**config.mk**
```make
export PLATFORM = sky130hd
export DESIGN_NAME = gws_world_switch
export DESIGN_NICKNAME = d
export VERILOG_FILES = /design/src/gws_pkg.sv /design/src/gws_world_switch.sv
export SDC_FILE = /design/constraint.sdc
export NUM_CORES = 1
export LEC_CHECK = 0
export BUFFER_PORTS_ARGS = -buffer_cell sky130_fd_sc_hd__buf_2
export CORE_AREA = 8 8 413 415
export CTS_BUF_LIST = sky130_fd_sc_hd__clkbuf_8
export DETAILED_ROUTE_END_ITERATION = 12
export DIE_AREA = 0 0 421 423
export GPL_TIMING_DRIVEN = 0
export REMOVE_ABC_BUFFERS = 1
export SYNTH_ARGS = -nofsm -noshare
export SYNTH_HDL_FRONTEND = slang
export SYNTH_SLANG_ARGS = --single-unit
```
**constraint.sdc**
```tcl
create_clock -name sys_clk -period 5.65 [get_ports sys_clk]
set_input_delay 0.8475 -clock sys_clk [delete_from_list [all_inputs] [get_ports sys_clk]]
set_output_delay 0.8475 -clock sys_clk [all_outputs]
set_load 0.01 [all_outputs]
```
**src/gws_pkg.sv**
```systemverilog
package gws_pkg;
  localparam int XLEN = 64;
  localparam int HI_LO = 32;
  localparam int HI_HI = 63;
  localparam int PROTECTION_ENABLE_BIT = 0;
  localparam int NO_WRITETHROUGH_BIT = 29;
  localparam int CACHE_DISABLE_BIT = 30;
  localparam int PAGING_BIT = 31;
  localparam int PHYS_ADDR_EXT_BIT = 5;
  localparam int LONG_MODE_ENABLE = 8;
  localparam int LONG_MODE_ACTIVE = 10;
  localparam int VIRT_ENABLE_BIT = 12;
  localparam int VA_MSB = 47;
  localparam int CPL_W = 2;
  localparam int EXIT_W = 64;
  localparam int DR7_BP_W = 8;
  localparam int PA_W = 52;
  localparam int ADDRESS_SPACE_ID_W = 32;
  localparam int NSEG = 8;
  localparam logic [63:0] BAD_STATE_EXIT_CODE = 64'hFFFF_FFFF_FFFF_FFFF;
  localparam logic [63:0] CR3_MBZ_DEF = 64'hFFF0_0000_0000_0000;
  localparam logic [63:0] CR4_MBZ_DEF = 64'hFFFF_FFFF_FF80_0000;
  localparam logic [63:0] EFER_MBZ_DEF = 64'hFFFF_FFFF_FFFF_0200;
  localparam logic [63:0] PAGE_DIR_POINTER_ENTRY_MBZ_DEF = 64'hFFF0_0000_0000_01E6;
  localparam logic [1:0] CPL_ZERO = 2'h0;
  localparam logic [1:0] EXC_NONE = 2'h0;
  localparam logic [1:0] EXC_GP0 = 2'h1;
  localparam logic [1:0] EXC_UD = 2'h2;
  localparam logic [1:0] OP_ENTRY = 2'h0;
  localparam logic [1:0] OP_SAVE = 2'h1;
  localparam logic [1:0] OP_LOAD = 2'h2;
  typedef enum logic [2:0] {
    GWS_IDLE = 3'b000,
    GWS_CHECK = 3'b001,
    GWS_GUEST = 3'b010,
    GWS_EXIT = 3'b011,
    GWS_HOSTCHK = 3'b100,
    GWS_SHUT = 3'b101
  } gws_state_e;
endpackage

```
**src/gws_world_switch.sv**
```systemverilog
`timescale 1ns/1ns
module gws_world_switch #(
  parameter logic [63:0] CR3_MBZ = gws_pkg::CR3_MBZ_DEF,
  parameter logic [63:0] CR4_MBZ = gws_pkg::CR4_MBZ_DEF,
  parameter logic [63:0] EFER_MBZ = gws_pkg::EFER_MBZ_DEF,
  parameter logic [63:0] PAGE_DIR_POINTER_ENTRY_MBZ = gws_pkg::PAGE_DIR_POINTER_ENTRY_MBZ_DEF,
  parameter int MAX_PA_W = gws_pkg::PA_W,
  parameter bit LONG_MODE_OK = 1'b1
) (
  // Clock and reset
  input wire logic sys_clk,
  input wire logic sys_rst,
  // Instruction issue
  input wire logic instr_valid,
  input wire logic [1:0] instr_op,
  input wire logic [1:0] host_cpl,
  input wire logic host_prot_mode,
  input wire logic [63:0] host_efer,
  input wire logic host_rf,
  input wire logic host_tf,
  // Merged guest state from control block
  input wire logic [63:0] g_cr0,
  input wire logic [63:0] g_cr3,
  input wire logic [63:0] g_cr4,
  input wire logic [63:0] g_efer,
  input wire logic [63:0] g_dr6,
  input wire logic [63:0] g_dr7,
  input wire logic g_cs_l,
  input wire logic g_cs_d,
  input wire logic g_rf,
  input wire logic g_tf,
  input wire logic entry_intercept_bit,
  input wire logic [31:0] g_address_space_id,
  input wire logic inject_bad,
  input wire logic [63:0] msr_tbl_end,
  input wire logic [63:0] io_tbl_end,
  input wire logic [63:0] seg_base_in,
  input wire logic [2:0] seg_idx_in,
  input wire logic seg_load,
  // Guest run and exit
  input wire logic guest_instr_done,
  input wire logic exit_req,
  input wire logic [63:0] exit_reason,
  // Host reload results
  input wire logic host_pae,
  input wire logic [63:0] host_page_dir_pointer_entry,
  input wire logic host_seg_fault,
  input wire logic host_state_bad,
  input wire logic host_ip_bad,
  // Status and effects
  output logic guest_running,
  output logic global_irq_flag,
  output logic [63:0] exit_reason_field,
  output logic exit_wb_pulse,
  output logic xctx_move_pulse,
  output logic xctx_dir_load,
  output logic [1:0] exc_raise,
  output logic shutdown,
  output logic host_gp,
  output logic host_db_trap,
  output logic host_rf_out,
  output logic guest_bp_suppress,
  output logic guest_trace_trap,
  output logic intercepts_on,
  output logic [31:0] cur_address_space_id,
  output logic virt_irq,
  output logic virtual_irq_mask_ctl,
  output logic [63:0] timestamp_offset,
  output logic force_pe,
  output logic virtual8086_flag,
  output logic [1:0] current_privilege_level,
  output logic [7:0] debug_control_bp_en,
  output logic [63:0] seg_base_out
);

  function automatic logic [63:0] canon(input logic [63:0] b);
    canon = {{(64 - gws_pkg::VA_MSB){b[gws_pkg::VA_MSB]}},
             b[gws_pkg::VA_MSB-1:0]};
  endfunction

  function automatic logic hi_nz(input logic [63:0] v);
    hi_nz = |v[gws_pkg::HI_HI:gws_pkg::HI_LO];
  endfunction

  //////////////////////////////////////////////////////////////////////////
  gws_pkg::gws_state_e state_reg, state_next;
  logic [63:0] seg_reg [gws_pkg::NSEG];
  logic first_reg;

  // Host privilege and mode checks, then guest state checks taken straight from the inputs
  wire priv_ok = (host_cpl == gws_pkg::CPL_ZERO);
  wire mode_ok = host_prot_mode & host_efer[gws_pkg::VIRT_ENABLE_BIT];
  wire lme = g_efer[gws_pkg::LONG_MODE_ENABLE];
  wire pg = g_cr0[gws_pkg::PAGING_BIT];
  wire pae = g_cr4[gws_pkg::PHYS_ADDR_EXT_BIT];
  wire [63:0] pa_max = 64'h1 << MAX_PA_W;
  wire chk_svme = ~g_efer[gws_pkg::VIRT_ENABLE_BIT];
  wire chk_cdnw = ~g_cr0[gws_pkg::CACHE_DISABLE_BIT] & g_cr0[gws_pkg::NO_WRITETHROUGH_BIT];
  wire chk_hi = hi_nz(g_cr0) | hi_nz(g_dr6) | hi_nz(g_dr7);
  wire chk_mbz = |(g_cr3 & CR3_MBZ) | |(g_cr4 & CR4_MBZ)
               | |(g_efer & EFER_MBZ);
  wire chk_lm = ~LONG_MODE_OK & (lme | g_efer[gws_pkg::LONG_MODE_ACTIVE]);
  // PE clear with PG set alone is not flagged here
  wire chk_lmpg = lme & pg & (~pae | ~g_cr0[gws_pkg::PROTECTION_ENABLE_BIT]);
  wire chk_csld = lme & pg & pae & g_cs_l & g_cs_d;
  wire chk_ctl = ~entry_intercept_bit | (g_address_space_id == '0)
               | inject_bad;
  wire chk_tbl = (msr_tbl_end >= pa_max) | (io_tbl_end >= pa_max);
  // Inputs are the merged state after clean-field resolution
  wire guest_bad = chk_svme | chk_cdnw | chk_hi | chk_mbz | chk_lm
                 | chk_lmpg | chk_csld | chk_ctl | chk_tbl;
  wire page_dir_pointer_entry_bad = host_pae & (|(host_page_dir_pointer_entry & PAGE_DIR_POINTER_ENTRY_MBZ));
  wire host_fail = host_seg_fault | page_dir_pointer_entry_bad | host_state_bad;
  wire issue = instr_valid & (state_reg == gws_pkg::GWS_IDLE);
  wire [1:0] fault = ~priv_ok ? gws_pkg::EXC_GP0
                   : ~mode_ok ? gws_pkg::EXC_UD : gws_pkg::EXC_NONE;
  wire go_entry = issue & (instr_op == gws_pkg::OP_ENTRY)
                & (fault == gws_pkg::EXC_NONE);
  wire go_xctx = issue & (instr_op != gws_pkg::OP_ENTRY)
               & (fault == gws_pkg::EXC_NONE);

  always_comb begin
    state_next = state_reg;
    unique case (state_reg)
      gws_pkg::GWS_IDLE: if (go_entry) state_next = gws_pkg::GWS_CHECK;
      gws_pkg::GWS_CHECK: begin
        // Guest starts only after every check has passed
        if (guest_bad) state_next = gws_pkg::GWS_EXIT;
        else state_next = gws_pkg::GWS_GUEST;
      end
      gws_pkg::GWS_GUEST: if (exit_req) state_next = gws_pkg::GWS_EXIT;
      gws_pkg::GWS_EXIT: state_next = gws_pkg::GWS_HOSTCHK;
      gws_pkg::GWS_HOSTCHK: begin
        if (host_fail) state_next = gws_pkg::GWS_SHUT;
        else state_next = gws_pkg::GWS_IDLE;
      end
      gws_pkg::GWS_SHUT: state_next = gws_pkg::GWS_SHUT;
      default: state_next = gws_pkg::GWS_IDLE;
    endcase
  end

  //////////////////////////////////////////////////////////////////////////
  wire in_check = (state_reg == gws_pkg::GWS_CHECK);
  wire in_exit = (state_reg == gws_pkg::GWS_EXIT);
  wire in_hchk = (state_reg == gws_pkg::GWS_HOSTCHK);
  wire enter_guest = in_check & ~guest_bad;
  wire [63:0] reason_next = guest_bad & in_check
                          ? gws_pkg::BAD_STATE_EXIT_CODE : exit_reason;

  always_ff @(posedge sys_clk) begin
    if (sys_rst) begin
      state_reg <= gws_pkg::GWS_IDLE;
    end else begin
      state_reg <= state_next;
    end
  end

  // Segment bases are canonical whenever loaded
  always_ff @(posedge sys_clk) begin
    if (seg_load & (in_check | in_exit | go_xctx)) begin
      seg_reg[seg_idx_in] <= canon(seg_base_in);
    end
  end

  always_ff @(posedge sys_clk) begin
    if (sys_rst) begin
      seg_base_out <= '0;
    end else begin
      seg_base_out <= canon(seg_reg[seg_idx_in]);
    end
  end

  always_ff @(posedge sys_clk) begin
    if (sys_rst) begin
      guest_running <= 1'b0;
      global_irq_flag <= 1'b1;
      exit_reason_field <= '0;
      exit_wb_pulse <= 1'b0;
      shutdown <= 1'b0;
      host_gp <= 1'b0;
      host_db_trap <= 1'b0;
      host_rf_out <= 1'b0;
    end else begin
      guest_running <= enter_guest | (state_reg == gws_pkg::GWS_GUEST)
                       & ~exit_req;
      if (enter_guest) global_irq_flag <= 1'b1;
      else if (in_exit) global_irq_flag <= 1'b0;
      if ((in_check & guest_bad) | (state_reg == gws_pkg::GWS_GUEST)
          & exit_req) begin
        exit_reason_field <= reason_next;
      end
      exit_wb_pulse <= in_exit;
      if (in_hchk & host_fail) shutdown <= 1'b1;
      host_gp <= in_hchk & ~host_fail & host_ip_bad;
      // Entry completes as one host instruction at exit
      host_db_trap <= in_hchk & ~host_fail & host_tf;
      if (go_entry) host_rf_out <= host_rf;
      else if (in_hchk) host_rf_out <= 1'b0;
    end
  end

  always_ff @(posedge sys_clk) begin
    if (sys_rst) begin
      first_reg <= 1'b0;
      guest_bp_suppress <= 1'b0;
      guest_trace_trap <= 1'b0;
    end else begin
      if (enter_guest) first_reg <= 1'b1;
      else if (guest_instr_done | exit_req) first_reg <= 1'b0;
      // Guest flags only; host flags are kept apart
      if (enter_guest) guest_bp_suppress <= g_rf;
      else if (guest_instr_done) guest_bp_suppress <= 1'b0;
      guest_trace_trap <= first_reg & guest_instr_done & g_tf;
    end
  end

  always_ff @(posedge sys_clk) begin
    if (sys_rst) begin
      intercepts_on <= 1'b0;
      cur_address_space_id <= '0;
      virt_irq <= 1'b0;
      virtual_irq_mask_ctl <= 1'b0;
      timestamp_offset <= '0;
    end else if (enter_guest) begin
      intercepts_on <= 1'b1;
      cur_address_space_id <= g_address_space_id;
      virt_irq <= 1'b1;
      virtual_irq_mask_ctl <= 1'b1;
      timestamp_offset <= '0;
    end else if (in_exit) begin
      intercepts_on <= 1'b0;
      cur_address_space_id <= '0;
      virt_irq <= 1'b0;
      virtual_irq_mask_ctl <= 1'b0;
      timestamp_offset <= '0;
    end
  end

  always_ff @(posedge sys_clk) begin
    if (sys_rst) begin
      force_pe <= 1'b0;
      virtual8086_flag <= 1'b0;
      current_privilege_level <= gws_pkg::CPL_ZERO;
      debug_control_bp_en <= '1;
      xctx_move_pulse <= 1'b0;
      xctx_dir_load <= 1'b0;
      exc_raise <= gws_pkg::EXC_NONE;
    end else begin
      force_pe <= in_exit | (force_pe & ~enter_guest);
      if (in_exit) begin
        virtual8086_flag <= 1'b0;
        current_privilege_level <= gws_pkg::CPL_ZERO;
        debug_control_bp_en <= '0;
      end else if (enter_guest) begin
        debug_control_bp_en <= g_dr7[gws_pkg::DR7_BP_W-1:0];
      end
      xctx_move_pulse <= go_xctx;
      if (go_xctx) xctx_dir_load <= (instr_op == gws_pkg::OP_LOAD);
      exc_raise <= issue ? fault : gws_pkg::EXC_NONE;
    end
  end

endmodule

```
==> results of run 1 <==
power by group:
part	total (mW)	internal (mW)	switching, mW
sequential	4.70	4.59	0.108
clock	3.97	2.14	1.84
combinational	1.29	0.576	0.711
total	9.96	7.30	2.66
layout make-up:
class,instances,share of cell area
flip-flops and latches,555,0.505
multi-input cells,687,0.200
repair buffers,650,0.129
well taps,2189,0.0926
clock buffers,105,0.0488
clock inverters,79,0.0224
diodes,12,0.00102
inverters,1,0.000127
per-stage QoR:
step	power [mW]	hold WS, ns	setup WS [ns]	cells
4_1_cts	10.2	0.0555	0.190	4265
6_report	9.96	0.224	0.706	4278
3_3_place_gp	6.07	0.448	-6.66	4042
2_1_floorplan	5.37	0.426	-0.240	1243
5_1_grt	10.5	0.110	0.151	4270
3_5_place_dp	6.11	0.448	-0.269	4081
worst max-delay path: cells and delay by family, from the launching register on:
family	cells	cell delay, ns
buffers and inverters	6	1.09
and+or+nand+nor	4	2.70
DFF	1	0.38
AOI/OAI and AO/OA	1	0.36
cells in the mapped netlist, drive strengths merged (34+ instances only):
library cell and n:
nor2 75, edfxtp 384, nand3 37, nor4 68, clkbuf 50, dfxtp 171, o211ai 34, mux4 96
a21oi 114, mux2i 120, buf 116
placed cells by master (no fill, tap or decap), types with 3 or more instances in the layout:
cell / instances
a21oi_1: 114
and2_1: 3
buf_12: 12
buf_16: 12
buf_2: 606
buf_4: 4
buf_6: 12
buf_8: 4
bufinv_16: 8
clkbuf_8: 105
clkinv_1: 17
clkinv_2: 15
conb_1: 67
dfxtp_1: 171
diode_2: 12
edfxtp_1: 384
inv_1: 29
inv_12: 4
mux2i_1: 120
mux4_2: 96
nand2_1: 14
nand2b_1: 5
nand3_1: 37
nand4_1: 14
nor2_1: 67
nor2_4: 7
nor2b_1: 6
nor3_1: 7
nor4_1: 62
nor4_2: 6
o211ai_1: 34
cell families after synthesis:
kind of cell / Yosys count / synth area share
flops: 555 / 0.696
mux: 216 / 0.156
simple gates: 244 / 0.0600
other cells: 1 / 0.000174
compound gates: 159 / 0.0421
buf+inv: 167 / 0.0453
xor+xnor: 1 / 0.000407
final timing paths:
path,cells past startpoint,startpoint,to,slack [ns]
hold reg to reg,2,first_reg$_SDFFE_PP0P_,first_reg$_SDFFE_PP0P_,0.45
hold / removal,2,instr_op[0],xctx_dir_load$_SDFFE_PP0P_,0.22
setup reg to reg,11,state_reg[2]$_SDFFE_PP0P_,seg_reg[1][39]$_DFFE_PP_,0.71
setup / recovery,11,state_reg[2]$_SDFFE_PP0P_,seg_reg[1][39]$_DFFE_PP_,0.71
metal layers:
layer  global-route usage  wire [um]
met1               0.0866      28700
met2                0.149      40100
met3               0.0298       5550
met4               0.0268       2180
met5                    0         77
==> results.json, run 1 <==
{
  "status": "completed",
  "path_max_fanout": 9,
  "regArea_mm2": 0.0150,
  "clock_sinks": 555,
  "grt_remaining_overflow": 0,
  "cts_tree": "yes",
  "synth-main-ff-cell": "edfxtp_1",
  "yosysTopAreaCell": "edfxtp_1",
  "area_growth_pct": 37.6,
  "crit_type": "reg2reg",
  "route.detailed.drc": 0,
  "num_io_pins": 1078,
  "yosysWarningCount": 0,
  "cts.repair.resized": 0,
  "ir_drop_mv": 0.225,
  "dr.pass1.iters": 6,
  "synth_seq_cells": 555,
  "worstPathArrival_ns": 5.41,
  "cts_buffer_depth": 3,
  "cts_setup_buffers": 0,
  "start_kind": "register",
  "synthTopCellsByArea": "edfxtp_1 54%, dfxtp_1 16%, mux4_2 10%",
  "track_usage": 0.0816,
  "port_buffers": 610,
  "final-hold-violation-count": 0,
  "slowest_delay_ns": 0.90,
  "synth_edf_count": 384,
  "gp_congestion": 0.792,
  "async_flop_share": 0,
  "hold_class": "in2reg",
  "drive_above_1_share": 0.437,
  "htreeDepth": 3,
  "powerDensity_mw_per_mm2": 337,
  "routed_wl_um": 76500,
  "post-route-util": 0.181,
  "design_area_mm2": 0.0296,
  "critPathCaptureType": "register",
  "coreArea_mm2": 0.164,
  "period_share": 0.875,
  "start_util": 0.131,
  "crit_top_cell": "buf_6",
  "tns_ns": 0,
  "critPathRequiredTime_ns": 6.11,
  "cts_buffers": 97,
  "cts_hold_buf": 0,
  "ant_nets": 0,
  "fp.dieArea_mm2": 0.178,
  "drv_cap": 0,
  "viasPerCell": 3.30,
  "tightest_slew_ns": 1.24,
  "netlist-cell-type-count": 42,
  "rows": 149,
  "fmax_mhz": 202,
  "largest_register_ffs": 384,
  "grt_start_max_net_pins": 105,
  "fillCellCount": 17700,
  "slew_headroom": 0.169,
  "hpwl_um": 56600,
  "clk_pin_slew_ns": 0.06,
  "critPathSlowestCell": "nor4_2",
  "netlist_instances": 1343,
  "num-nets-final": 2818,
  "netlist_area_mm2": 0.0215,
  "routedWlPerCell_um": 17.9,
  "clkLatencyLatePin_ns": 0.83,
  "synth_top_area_share": 0.536,
  "syn_avg_cell_area_um2": 16.0,
  "post-route-min-period_ns": 4.94,
  "drt-initial-drc-count": 874,
  "ys_seq_area_frac": 0.696,
  "rsz0062_at_grt": "false",
  "antenna_found_initial": 31,
  "dr_total_vias": 14100,
  "finalSetupViolCount": 0,
  "p_leak_nw": 10.7,
  "die_h_um": 423,
  "grt_pass1_wl_um": 106000,
  "place_area_mm2": 0.0274,
  "multi_input_area_mm2": 0.00592,
  "clk_root_buffer_cell": "clkbuf_8",
  "die_w_um": 421,
  "drv_slew": 0,
  "skew_ns": 0.0714,
  "crit_chain": "or4b_1 > nor4_2 > nor2b_1 > o211ai_1 > nor3_2 > buf_8 > buf_6 > buf_6 > buf_6 > buf_6 > buf_6",
  "grt_pass1_vias": 14700
}
No activity file was read; power rests on OpenSTA's default activity.
==> run 2: changes to the inputs <==
- BUFFER_PORTS_ARGS: -buffer_cell sky130_fd_sc_hd__buf_2 -> not set
- CORE_AREA: 8 8 413 415 -> 2 2 419 421
- DONT_BUFFER_PORTS: not set -> 1
==> results.json, run 2 (synthesized netlist as in run 1, its figures left out) <==
{
  "num-nets-final": 2221,
  "cts_tree": "yes",
  "hpwl_um": 54100,
  "min_path_cells": 1,
  "r2r-start": "state_reg[0]$_SDFFE_PP0P_",
  "routedWlPerCell_um": 19.6,
  "grt_start_max_net_pins": 178,
  "crit_chain": "or4b_1 > nor4_4 > buf_8 > nor2b_1 > o211ai_1 > nor3_2 > buf_6 > buf_6 > buf_8 > buf_6 > buf_6",
  "status": "completed",
  "antenna_found_initial": 31,
  "path_max_fanout": 10,
  "dr_total_vias": 12200,
  "coreArea_mm2": 0.173,
  "finalSetupViolCount": 0,
  "cts_setup_buffers": 0,
  "slowest_delay_ns": 0.85,
  "dr.pass1.iters": 5,
  "final_cell_mix": "384 x edfxtp_1, 170 x dfxtp_1, 119 x mux2i_1",
  "powerDensity_mw_per_mm2": 356,
  "start_util": 0.124,
  "total_power_mw": 9.51,
  "clock_sinks": 555,
  "die_w_um": 421,
  "period_share": 0.762,
  "grt_pass1_wl_um": 101000,
  "ant_nets": 0,
  "num_io_pins": 1078,
  "tightest_slew_ns": 1.06,
  "viasPerCell": 3.19,
  "crit_top_cell": "buf_6",
  "skew_ns": 0.0531,
  "rows": 153,
  "die_h_um": 423,
  "design_area_mm2": 0.0267,
  "critPathRequiredTime_ns": 6.12,
  "hold_class": "in2reg",
  "track_usage": 0.0808,
  "final_common_cell": "edfxtp_1",
  "fmax_mhz": 232,
  "crit_type": "reg2reg",
  "critPathSlowestCell": "nor3_2",
  "slew_headroom": 0.283,
  "cpLargestDelayFamily": "simple AND/OR/NAND/NOR gates",
  "min_to": "xctx_dir_load$_SDFFE_PP0P_",
  "start_kind": "register",
  "finalNonFillerCells": 3818,
  "drt-initial-drc-count": 837,
  "worstHoldStart": "instr_op[0]",
  "drive_above_1_share": 0.207,
  "r2r_end": "seg_reg[0][39]$_DFFE_PP_",
  "clkLatencyLatePin_ns": 0.80,
  "routed_wl_um": 74800,
  "clk_pin_slew_ns": 0.06,
  "drv_slew": 0,
  "cts_buffers": 99,
  "fp.dieArea_mm2": 0.178,
  "route.detailed.drc": 0,
  "post-route-min-period_ns": 4.31,
  "r2r_setup_slack_ns": 1.34,
  "place_area_mm2": 0.0244,
  "port_buffers": 0,
  "clk_root_buffer_cell": "clkbuf_8",
  "final-hold-violation-count": 0,
  "critPathCaptureType": "register",
  "p_leak_nw": 8.06,
  "grt_pass1_vias": 12500,
  "cp-startpoint": "state_reg[0]$_SDFFE_PP0P_",
  "area_growth_pct": 24.3,
  "drv_cap": 0,
  "ir_drop_mv": 0.291,
  "dp.cells": 3604,
  "reg2regPathDepth": 11,
  "cts_buffer_depth": 3,
  "worstPathArrival_ns": 4.77,
  "largest_register_ffs": 384,
  "hold_ws_ns": 0.150,
  "grt_remaining_overflow": 0,
  "htreeDepth": 3,
  "rsz0062_at_grt": "false",
  "path_buf_inv": 6,
  "gp_congestion": 0.877
}
-- run 2: cell count changes in the layout (fill, tap and decap cells not counted), moves of 4 or more --
cell           before  now
dlygate4sd3_1       0   14
clkbuf_8          105  114
buf_2             606    0
buf_16             12    4
clkinv_1           17    8
buf_12             12   16
-- run 2: routing by layer --
layer	up-vias	wire, um	global-route usage	part of all wire
li1	5265	-	-	-
met1	6139	26500	0.0849	0.35
met2	613	39400	0.145	0.53
met3	163	6140	0.0274	0.082
met4	10	2670	0.0355	0.036
met5	-	68	0	0.00091
-- run 2: layout make-up --
cell class,instances,area (um^2)
fill,19000,147000
sequential,555,15000
multi-input combinational,687,5940
tap,2325,2910
clock buffer,114,1570
timing repair buffer,51,769
clock inverter,72,536
antenna,13,32.5
inverter,1,3.75
-- run 2: metrics by stage --
stage	setup WS, ns	util	TNS [ns]
2_1_floorplan	-0.240	-	-22.93
3_3_place_gp	-6.30	0.137	-1825.97
3_5_place_dp	-0.135	0.141	-3.60
4_1_cts	0.790	0.154	0
5_1_grt	1.08	0.154	0
6_report	1.34	0.154	0
-- run 2: worst max-delay path by stage --
stage,slack (ns),end,cells past startpoint
after floorplan,-0.24,seg_reg[1][0]$_DFFE_PP_,5
after global placement,-6.30,seg_reg[0][31]$_DFFE_PP_,5
after detailed placement,-0.14,exit_reason_field[46]$_SDFFE_PP0P_,8
after CTS,0.79,exit_reason_field[46]$_SDFFE_PP0P_,8
after global routing,1.08,seg_reg[0][39]$_DFFE_PP_,11
final,1.34,seg_reg[0][39]$_DFFE_PP_,11
-- run 2: power breakdown --
| part | internal, mW | switching, mW | total (mW) |
|---|---|---|---|
| Clock | 2.12 | 1.83 | 3.95 |
| Sequential | 4.60 | 0.291 | 4.89 |
| Combinational | 0.321 | 0.347 | 0.669 |
-- run 2: timing repair --
action | CTS | global route
endpoints found under the hold margin | 74 | 0
endpoints found under the setup margin | 0 | 0
hold buffers | 14 | 0
resized for setup | 0 | 0
